## src/rtl/sadc_defines.vh

```
// constants for the converter state control block
`ifndef SADC_DEFINES_VH
`define SADC_DEFINES_VH

// functional state encodings
`define SADC_ST_RST 2'h0
`define SADC_ST_ACQ 2'h1
`define SADC_ST_CNV 2'h2

// transfer clock source selections
`define SADC_XCLK_OSC 2'h0
`define SADC_XCLK_SCLK 2'h1
`define SADC_XCLK_BOTH 2'h2

// system clock rate
`define SADC_CLK_MHZ 100

// reset pin rising to ready rising, longest time
`define SADC_TDRST_MS 3
`define SADC_TDRST_CYC (`SADC_TDRST_MS * `SADC_CLK_MHZ * 1000)

// reset pin low width, least time
`define SADC_TWL_RST_NS 100
`define SADC_TWL_RST_CYC ((`SADC_TWL_RST_NS * `SADC_CLK_MHZ + 999) / 1000)

// conversion time window
`define SADC_TCONV_MIN_NS 400
`define SADC_TCONV_MAX_NS 500
`define SADC_TCONV_MIN_CYC ((`SADC_TCONV_MIN_NS * `SADC_CLK_MHZ + 999) / 1000)
`define SADC_TCONV_MAX_CYC ((`SADC_TCONV_MAX_NS * `SADC_CLK_MHZ) / 1000)

// internal oscillator divider and result width
`define SADC_OSC_DIV 2
`define SADC_RES_BITS 20

// result codes at the range limits and at zero
`define SADC_CODE_NEG_FS 20'h80000
`define SADC_CODE_ZERO 20'h00000
`define SADC_CODE_POS_FS 20'h7ffff

`endif

```

## src/rtl/sadc_ctrl.v

```verilog
// state sequencer and pin handling of the converter
// Functional notes
// [RQ1] three states: reset, acquire, convert
// [RQ2] reset pin low for minimum width
// [RQ3] reset: config defaults, ready low, outputs hi-z
// [RQ4] host exits reset with trigger, clock quiet
// [RQ5] after exit delay enter acquire, ready high
// [RQ6] acquire/convert only while reset pin held high; code leaves them only after the pin is low for RST_LOW_CYC cycles
// [RQ7] trigger rise in acquire starts conversion
// [RQ8] internal oscillator times conversion within window
// [RQ9] forward reset, trigger; core returns status, result
// [RQ10] two's complement result with range saturation
// [RQ11] transfer clock: oscillator, serial clock, both
// [RQ12] ignore triggers until conversion ends
// [RQ13] status low converting, high when done
// [RQ14] ready follows status while select high
// [RQ15] reset exit delay at most 3 ms
// [RQ16] host waits for ready before new request
`timescale 1ns/100ps
`include "sadc_defines.vh"
module sadc_ctrl #(
  parameter RST_EXIT_CYC = `SADC_TDRST_CYC,
  parameter RST_LOW_CYC = `SADC_TWL_RST_CYC,
  parameter OSC_DIV = `SADC_OSC_DIV
) (
  input wire SYS_CLK_IN,
  input wire RSTN_IN,
  input wire RST_PIN_N_IN,
  input wire CONVERSION_TRIGGER_IN,
  input wire CS_N_IN,
  input wire SCLK_IN,
  input wire [1:0] XFER_CLK_SEL_IN,
  input wire signed [20:0] ANALOG_IN,
  output reg [1:0] STATE_OUT,
  output reg READY_STROBE_OUT,
  output reg SERIAL_DATA_OUTPUTS_OE_OUT,
  output reg CFG_DEFAULTS_OUT,
  output reg CORE_RESET_N_OUT,
  output reg CORE_TRIGGER_OUT,
  output reg CONVERSION_STATUS_INTERNAL_OUT,
  output reg [19:0] RESULT_OUT,
  output reg XFER_TICK_OUT
);
  reg rp_s1_r;
  reg rp_s2_r;
  reg trg_s1_r;
  reg trg_s2_r;
  reg trg_s3_r;
  reg cs_s1_r;
  reg cs_s2_r;
  reg sck_s1_r;
  reg sck_s2_r;
  reg sck_s3_r;
  reg [1:0] state_r;
  reg [1:0] state_nxt;
  reg [31:0] low_cnt_r;
  reg [31:0] exit_cnt_r;
  reg start_r;
  wire trg_rise;
  wire sck_rise;
  wire low_done;
  wire exit_done;
  wire core_rstn;
  wire osc_tick;
  wire core_status;
  wire core_done;
  wire [19:0] core_result;
  reg ready_nxt;
  reg oe_nxt;
  reg status_nxt;
  reg tick_nxt;

  // state codes of the sequencer
  localparam [1:0] ST_RST = `SADC_ST_RST;
  localparam [1:0] ST_ACQ = `SADC_ST_ACQ;
  localparam [1:0] ST_CNV = `SADC_ST_CNV;

  assign trg_rise = trg_s2_r && !trg_s3_r;
  assign sck_rise = sck_s2_r && !sck_s3_r;
  // [RQ2] minimum low width
  assign low_done = (low_cnt_r >= RST_LOW_CYC - 1);
  // [RQ15] bounded exit delay
  assign exit_done = (exit_cnt_r >= RST_EXIT_CYC - 1);
  // [RQ9] reset forwarded to core
  assign core_rstn = RSTN_IN && CORE_RESET_N_OUT;

  // pins come from outside the clock domain
  always @(posedge SYS_CLK_IN) begin
    if (!RSTN_IN) begin
      rp_s1_r <= 1'b0;
      rp_s2_r <= 1'b0;
      trg_s1_r <= 1'b0;
      trg_s2_r <= 1'b0;
      trg_s3_r <= 1'b0;
      cs_s1_r <= 1'b1;
      cs_s2_r <= 1'b1;
      sck_s1_r <= 1'b0;
      sck_s2_r <= 1'b0;
      sck_s3_r <= 1'b0;
    end else begin
      rp_s1_r <= RST_PIN_N_IN;
      rp_s2_r <= rp_s1_r;
      trg_s1_r <= CONVERSION_TRIGGER_IN;
      trg_s2_r <= trg_s1_r;
      trg_s3_r <= trg_s2_r;
      cs_s1_r <= CS_N_IN;
      cs_s2_r <= cs_s1_r;
      sck_s1_r <= SCLK_IN;
      sck_s2_r <= sck_s1_r;
      sck_s3_r <= sck_s2_r;
    end
  end

  // [RQ1] state selection
  always @* begin
    state_nxt = state_r;
    case (state_r)
      ST_RST: begin
        // [RQ5] leave reset after delay
        if (rp_s2_r && exit_done)
          state_nxt = ST_ACQ;
      end
      ST_ACQ: begin
        // [RQ7] trigger starts conversion
        if (trg_rise)
          state_nxt = ST_CNV;
      end
      ST_CNV: begin
        // [RQ12] triggers ignored until done
        if (core_done)
          state_nxt = ST_ACQ;
      end
      default: state_nxt = ST_RST;
    endcase
    // [RQ6] reset pin must stay high
    if (!rp_s2_r && low_done)
      state_nxt = ST_RST;
  end

  always @(posedge SYS_CLK_IN) begin
    if (!RSTN_IN) begin
      state_r <= ST_RST;
      low_cnt_r <= 32'h00000000;
      exit_cnt_r <= 32'h00000000;
      start_r <= 1'b0;
    end else begin
      state_r <= state_nxt;
      if (rp_s2_r)
        low_cnt_r <= 32'h00000000;
      else if (!low_done)
        low_cnt_r <= low_cnt_r + 32'h00000001;
      if (state_r != ST_RST || !rp_s2_r)
        exit_cnt_r <= 32'h00000000;
      else if (!exit_done)
        exit_cnt_r <= exit_cnt_r + 32'h00000001;
      start_r <= (state_r == ST_ACQ) && trg_rise &&
                 !(!rp_s2_r && low_done);
    end
  end

  // [RQ14] ready mirrors status while deselected
  always @* begin
    status_nxt = core_status && !start_r;
    oe_nxt = (state_nxt != ST_RST) && !cs_s2_r;
    ready_nxt = (state_nxt != ST_RST) && cs_s2_r && status_nxt;
    // [RQ11] transfer clock source
    case (XFER_CLK_SEL_IN)
      `SADC_XCLK_OSC: tick_nxt = osc_tick;
      `SADC_XCLK_SCLK: tick_nxt = sck_rise;
      `SADC_XCLK_BOTH: tick_nxt = osc_tick || sck_rise;
      default: tick_nxt = osc_tick;
    endcase
  end

  always @(posedge SYS_CLK_IN) begin
    if (!RSTN_IN) begin
      STATE_OUT <= ST_RST;
      READY_STROBE_OUT <= 1'b0;
      SERIAL_DATA_OUTPUTS_OE_OUT <= 1'b0;
      CFG_DEFAULTS_OUT <= 1'b1;
      CORE_RESET_N_OUT <= 1'b0;
      CORE_TRIGGER_OUT <= 1'b0;
      CONVERSION_STATUS_INTERNAL_OUT <= 1'b1;
      RESULT_OUT <= `SADC_CODE_ZERO;
      XFER_TICK_OUT <= 1'b0;
    end else begin
      STATE_OUT <= state_nxt;
      // [RQ3] defaults held in reset
      CFG_DEFAULTS_OUT <= (state_nxt == ST_RST);
      SERIAL_DATA_OUTPUTS_OE_OUT <= oe_nxt;
      READY_STROBE_OUT <= ready_nxt;
      CORE_RESET_N_OUT <= (state_nxt != ST_RST);
      CORE_TRIGGER_OUT <= start_r;
      // [RQ13] status returned from core
      CONVERSION_STATUS_INTERNAL_OUT <= status_nxt;
      // [RQ10] coded result from core
      RESULT_OUT <= core_result;
      XFER_TICK_OUT <= tick_nxt;
    end
  end

  // [RQ8] oscillator-timed conversion
  sadc_core #(
    .OSC_DIV(OSC_DIV)
  ) u_core (
    .clk_in(SYS_CLK_IN),
    .rstn_in(core_rstn),
    .start_in(start_r),
    .analog_in(ANALOG_IN),
    .osc_tick_out(osc_tick),
    .status_out(core_status),
    .done_out(core_done),
    .result_out(core_result)
  );
endmodule // sadc_ctrl

```

## src/rtl/sadc_core.v

```verilog
// successive-approximation converter core with its own oscillator
`timescale 1ns/100ps
`include "sadc_defines.vh"
module sadc_core #(
  parameter OSC_DIV = `SADC_OSC_DIV
) (
  input wire clk_in,
  input wire rstn_in,
  input wire start_in,
  input wire signed [20:0] analog_in,
  output reg osc_tick_out,
  output reg status_out,
  output reg done_out,
  output reg [19:0] result_out
);
  reg [7:0] div_r;
  reg busy_r;
  reg [4:0] bit_r;
  reg [19:0] samp_r;
  reg [19:0] trial_r;
  wire [19:0] cand;
  wire [19:0] clamped;
  wire [19:0] bit_mask;

  // saturate the sampled input to the 20-bit code range
  assign clamped = (analog_in < $signed(21'h180000)) ? `SADC_CODE_NEG_FS :
                   (analog_in > $signed(21'h07ffff)) ? `SADC_CODE_POS_FS :
                   analog_in[19:0];
  assign bit_mask = 20'h00001 << bit_r;
  assign cand = trial_r | bit_mask;

  always @(posedge clk_in) begin
    if (!rstn_in) begin
      div_r <= 8'h00;
      osc_tick_out <= 1'b0;
    end else begin
      // free-running oscillator, cleared while the core is held in reset
      osc_tick_out <= (div_r == OSC_DIV[7:0] - 8'h01);
      if (div_r == OSC_DIV[7:0] - 8'h01)
        div_r <= 8'h00;
      else
        div_r <= div_r + 8'h01;
    end
  end

  always @(posedge clk_in) begin
    if (!rstn_in) begin
      busy_r <= 1'b0;
      bit_r <= 5'h00;
      samp_r <= 20'h00000;
      trial_r <= 20'h00000;
      status_out <= 1'b1;
      done_out <= 1'b0;
      result_out <= `SADC_CODE_ZERO;
    end else begin
      done_out <= 1'b0;
      if (start_in && !busy_r) begin
        // hold the sample in offset binary for the search
        samp_r <= clamped ^ `SADC_CODE_NEG_FS;
        trial_r <= 20'h00000;
        bit_r <= 5'h13;
        busy_r <= 1'b1;
        status_out <= 1'b0;
      end else if (busy_r && osc_tick_out) begin
        if (cand <= samp_r)
          trial_r <= cand;
        if (bit_r == 5'h00) begin
          busy_r <= 1'b0;
          status_out <= 1'b1;
          done_out <= 1'b1;
          // back to two's complement
          result_out <= ((cand <= samp_r) ? cand : trial_r) ^
                        `SADC_CODE_NEG_FS;
        end else begin
          bit_r <= bit_r - 5'h01;
        end
      end
    end
  end
endmodule // sadc_core

```

## config.mk

```make
export PLATFORM = sky130hd
export DESIGN_NAME = sadc_ctrl
export DESIGN_NICKNAME = d
export VERILOG_FILES = /design/src/rtl/sadc_ctrl.v /design/src/rtl/sadc_core.v
export VERILOG_INCLUDE_DIRS = /design/src /design/src/rtl
export SDC_FILE = /design/constraint.sdc
export NUM_CORES = 1
export LEC_CHECK = 0
export BUFFER_PORTS_ARGS = -buffer_cell sky130_fd_sc_hd__buf_2
export CAP_MARGIN = 40
export CORE_AREA = 5 5 142 144
export CTS_CLUSTER_SIZE = 25
export DETAILED_ROUTE_END_ITERATION = 12
export DIE_AREA = 0 0 147 149
export PLACE_DENSITY_LB_ADDON = 0.2
export SYNTH_ARGS = -nofsm -noshare
export SYNTH_HDL_FRONTEND = slang
export SYNTH_HIERARCHICAL = 1
export SYNTH_SLANG_ARGS = --single-unit
```

## constraint.sdc

```tcl
create_clock -name SYS_CLK_IN -period 3.3 [get_ports SYS_CLK_IN]
set_input_delay 0.33 -clock SYS_CLK_IN [delete_from_list [all_inputs] [get_ports SYS_CLK_IN]]
set_output_delay 0.33 -clock SYS_CLK_IN [all_outputs]
set_load 0.1 [all_outputs]
```

# Yosys cells after proc, flatten, opt, wreduce, memory -nomap -nowiden
# Cells that the tools add are included.
dict set report classes {
  n_addsub 4
  n_mul 0
  div_mod_pow 0
  magnitude_cmp 5
  eq_ne 6
  n_shift 1
  n_mux 19
  n_bitwise 8
  n_reduce_logical 38
}
# op count
set op_table {}
lappend op_table {{32-bit by 1-bit adder with 32-bit output (second input constant)} 2}
lappend op_table {{20-bit two-way mux} 3}
lappend op_table {{32-bit by 19-bit >= comparator with 1-bit output (second input constant)} 1}
lappend op_table {{32-bit by 4-bit >= comparator with 1-bit output (second input constant)} 1}
lappend op_table {{21-bit by 20-bit > comparator with 1-bit output (second input constant)} 1}
lappend op_table {{21-bit by 20-bit less-than comparator with 1-bit output (second input constant)} 1}
lappend op_table {{20-bit less-or-equal comparator} 1}
lappend op_table {{20-bit OR} 1}
lappend op_table {{1-bit by 5-bit left shift with 20-bit output (first input constant)} 1}
lappend op_table {{5-bit two-way mux} 3}
lappend op_table {{1-bit logical AND} 13}
lappend op_table {{8-bit by 1-bit adder with 8-bit output (second input constant)} 1}
lappend op_table {{8-bit by 1-bit equality test with 1-bit output (second input constant)} 1}
lappend op_table {{2-bit two-way mux} 4}
lappend op_table {{2-bit nonzero test} 4}
lappend op_table {{2-bit OR reduction} 4}
lappend op_table {{1-bit logical NOT} 7}
lappend op_table {{1-bit two-way mux} 7}
lappend op_table {{1-bit NOT} 7}
lappend op_table {{2-bit case mux with 3 select lines} 1}
lappend op_table {{2-bit AND reduction} 3}
lappend op_table {{5-bit logical NOT} 1}
lappend op_table {{5-bit by 1-bit subtractor with 5-bit output (second input constant)} 1}
lappend op_table {{2-bit by 1-bit equality test with 1-bit output (second input constant)} 2}
lappend op_table {{other kinds (7)} 10}
dict set report word_totals {
  regBits 181
  latch_bits 0
  ramBits 0
  mem_bits_ro 0
  word_cells 113
  mem_count 0
}

# Depth between registers and ports, before layout
dict set report depth {
  ltp_word 8
  ltp_mapped 13
}

# Modules after synthesis
# The synthesis kept the hierarchy.
# module instances cells_each area_each_um2 seq_area_each_um2
set modules_own_cells {}
lappend modules_own_cells {sadc_ctrl 1 374 3737.3 2082.0}
lappend modules_own_cells {sadc_core 1 435 3661.0 1541.5}

# Least setup slack after synthesis
# OpenSTA, ideal clock, no wires.
dict set report synth_timing {
  path_type {reg2reg}
  start {reg u_core.bit_r[0]}
  end {reg u_core.trial_r[10]}
  setup_ns 0.114
  arrival_time_ns 2.371
  required_time_ns 3.186
  slack_ns 0.815
  stages_incl_launch_ff 14
  path_buffers 2
  period_less_slack_ns 2.485
  cell_sequence {dfxtp_1 -> inv_1 -> ha_1 -> clkbuf_1 -> nand2_1 -> nand2_1 -> ha_1 -> and4_1 -> nand4_1 -> a21o_1 -> and4_4 -> o21ai_4 -> buf_12 -> a21oi_2}
}
dict set report synth_between {
  elab_chain_len 4
}
# item line_no
set synth_lines {}
lappend synth_lines {{from (decl)} sadc_core.v:18} ;# reg [4:0] bit_r;
lappend synth_lines {{from (signal assigned)} sadc_core.v:75} ;# bit_r <= bit_r - 5'h01;
lappend synth_lines {{1-bit by 5-bit left shift with 20-bit output *} sadc_core.v:29} ;# assign bit_mask = 20'h00001 << bit_r;
lappend synth_lines {{20-bit OR *} sadc_core.v:30} ;# assign cand = trial_r | bit_mask;
lappend synth_lines {{20-bit less-or-equal comparator} sadc_core.v:65} ;# if (cand <= samp_r)
lappend synth_lines {{20-bit two-way mux *} -}
lappend synth_lines {{to (signal assigned)} sadc_core.v:66} ;# trial_r <= cand;
lappend synth_lines {{to (decl)} sadc_core.v:20} ;# reg [19:0] trial_r;
# Every way passes the cells marked *; elsewhere a longest branch is shown, timed or not.
# A chain may end at the register's enable or synchronous reset.

# Worst setup path after layout
dict set report layout_timing {
  start {reg u_core.bit_r[3]}
  end {reg u_core.trial_r[4]}
}
# The elaborated chain is that of the path after synthesis.

==> results.yml <==
status:
  outcome: "completed"
timing:
  min_period_ns: 2.89
  setup_tns_ns: 0
  setup_viol: 0
  hold_viol: 0
  whs_ns: 0.117
  tightest_slew_ns: 0.830
  fin_crit_sh: 0.876
  slew_violations: 0
  skew_ns: 0.00798
  rsz0062_at_grt: "false"
  maxSlewHeadroom: 0.446
  max_freq_mhz: 346
grt:
  grt_antenna_before_repair: 0
  grt_pass1_vias: 5097
  grt_use_total: 0.141
  grt_max_degree: 29
  grt_pass1_wl_mm: 25.2
  grt_remaining_overflow: 0
cts:
  cts_tree: "yes"
  clk_pin_slew_ns: 0.07
  cts_hold_buf: 0
  cts-resized-gates: 0
  cts_buffers: 17
  ctsLongestPathBuffers: 2
  cts_setup_buffers: 0
  cts_root_buffer: "clkbuf_16"
  clock_sinks: 181
  htreeDepth: 4
  clk_latency_ns: 0.43
placement:
  dp.cells: 1076
  port_buffers: 57
  routabilityCongestion: 0.799
  dp_hpwl_mm: 10.7
synthesis:
  seq_area_frac_synth: 0.490
  async_flop_share: 0
  synthFlopType: "dfxtp_1"
  synth-edff-count: 0
  yosys-top-cells-area: "dfxtp_1 (49%), and2_1 (6.7%), ha_1 (5.6%)"
  avgSynthCellArea_um2: 9.15
  synthesis.instances: 809
  yosys_warnings: 6
  synth_nets: 871
  synth_top_area_frac: 0.490
  syn_area_um2: 7400
  ys_ff_latch: 181
  yosysMostFrequentCell: "dfxtp_1"
  synth.distinct_cells: 59
  ys_top_cells_by_count: "dfxtp_1 (181), and2_1 (79), nor2_1 (79)"
  synth_top_area_cell: "dfxtp_1"
detailed_routing:
  drt-total-wl_mm: 15.0
  vias_per_cell: 4.90
  drt_first_pass_iters: 4
  drt_iter0_markers: 268
  avgRoutedWirePerCell_um: 13.6
  antenna_left: 0
  drc: 0
  vias: 5426
critical_path:
  reg2reg_from: "u_core/bit_r[3]"
  cpMostUsedCell: "nand2_1"
  start_kind: "flip-flop"
  worst-r2r-cell-count: 11
  critPathRequiredTime_ns: 3.62
  r2r_end: "u_core/trial_r[4]"
  worstPathArrival_ns: 3.21
  critical-path-slowest-cell: "nor3b_1"
  r2r_slack_ns: 0.41
  cp-end-kind: "flip-flop"
  slowest_delay_ns: 0.52
  startpoint: "u_core/bit_r[3]"
  crit_type: "reg -> reg"
  worstPathMaxFanout: 10
  crit_chain: "nor3b_1 -> nand2_1 -> nand2_1 -> ha_1 -> and4_1 -> nand4_1 -> a21o_1 -> and4_4 -> o21ai_4 -> buf_12 -> a21oi_1"
layout:
  areaGrowthSynthToFinish_pct: 14.4
  nFillCells: 1795
  ff_latch_area_um2: 3620
  diodes: 0
  layout.cells.non_filler: 1108
  multi_input_comb_area_um2: 3380
  drive_gt1_frac: 0.142
  fin_nets: 923
power_and_ir_drop:
  power.switching_w: 0.000937
  p_comb_frac: 0.018
  powerDensity_nw_per_um2: 499
  leakagePower_nw: 3.44
  seqPwrFrac: 0.520
  totalPowerFinal_w: 0.00423
  power.share.clock: 0.462
  p_int_w: 0.00329
  vdd_drop_max_v: 0.000361
  switching_share: 0.222
die:
  row_count: 50
  dieArea_um2: 21900
  initial_utilization: 0.398
  die_w_um: 147
  core-area_um2: 18600
  dieHeight_um: 149
  io_pins: 58
hold_path:
  worstHoldEndpoint: "sck_s1_r"
  min-delay-start: "SCLK_IN"
  hold_path.class: "in -> reg"
  hold_depth: 2
run:
  drv_cap: 0
## power groups by stage
stage	sequential [W]	combinational, W	clock [W]
2_1_floorplan	0.00225	0.0000441	0
3_3_place_gp	0.00225	0.0000736	0
3_5_place_dp	0.00225	0.0000755	0
4_1_cts	0.00220	0.0000759	0.00202
5_1_grt	0.00220	0.0000855	0.00212
6_report	0.00220	0.0000745	0.00195
## routing by layer
metal / global-route usage / vias to the layer above / wire length, um
met2: 0.217 / 68 / 6700
met1: 0.197 / 2478 / 7660
li1: - / 2863 / -
met4: 0.0419 / 0 / 192
met3: 0.0346 / 17 / 460
met5: 0 / - / 0
## through the flow
stage	util	worst slack, ns	instance area (um2)
2_1_floorplan	-	0.815	7400
3_3_place_gp	0.424	0.457	7870
3_5_place_dp	0.425	0.441	7890
4_1_cts	0.455	0.411	8460
5_1_grt	0.455	0.155	8460
6_report	0.455	0.409	8460
## worst max path at each step
stage	slack, ns	to
after floorplan	0.81	u_core/trial_r[10]
after global placement	0.46	u_core/trial_r[4]
after detailed placement	0.44	u_core/trial_r[4]
after CTS	0.41	u_core/trial_r[4]
after global routing	0.15	u_core/trial_r[4]
final	0.41	u_core/trial_r[4]
## flip-flops by register name (all words and copies together), names as in the netlist, 2 cells and up, named ones only
signal	cells
u_core/bit_r	5
low_cnt_r	32
STATE_OUT	2
u_core/trial_r	19
u_core/result_out	20
RESULT_OUT	20
exit_cnt_r	32
u_core/samp_r	20
u_core/div_r	8
## logic make-up after synthesis
family                     share of synthesized area
muxes                                         0.0108
xor gates and xnor gates                      0.0130
AOI/OAI and AO/OA                              0.119
and+or+nand+nor                                0.258
DFF                                            0.490
buffers and inverters                         0.0531
adders and majority gates                     0.0558
## placed cells by master (no fill, tap or decap), types with 3 or more instances in the layout
cell        Yosys  routed
a211oi_1        6       6
or4_1           3       3
a21o_1          3       3
clkinvlp_4      0       3
and3_1          7       7
nor2_1         79      79
a21oi_1        30      30
o22ai_1        18      18
inv_1          53      53
nor3_1          5       5
and4_4          3       3
nand2_1        75      75
a21boi_0        3       3
o211a_1         4       4
and2_1         79      79
inv_6           0       5
nand2b_1       19      19
or3_1           4       4
dfxtp_1       181     181
o41ai_1         6       6
xor2_1          6       6
o311ai_0        7       7
mux2i_1         8       8
o21a_1          3       3
xnor2_1         5       5
and4_1          4       4
nor2b_1         3       3
nand3_1        28      28
buf_2           7      57
ha_1           33      33
o21ai_0        20      20
nand4_1        11      11
nor3b_1        16      16
nor4_1         14      14
clkbuf_16       0      17
buf_4           1      10
a21oi_2        10      10
## critical path, delay by kind of cell (launching register included)
family                   cells  cell delay, ns
AND/OR/NAND/NOR              6            1.33
AO/OA/AOI/OAI                3            0.61
flip-flops                   1            0.47
buffers and inverters        1            0.19
adder cells (fa/ha/maj)      1            0.17
## final cells by class
type | count | area share
multi-input cells | 539 | 0.400
well taps | 234 | 0.0346
inverters | 53 | 0.0235
flip-flops and latches | 181 | 0.428
clock buffers | 19 | 0.0512
clock inverters | 13 | 0.0161
repair buffers | 69 | 0.0467
Note: power is estimated with default switching activity, not from simulation.
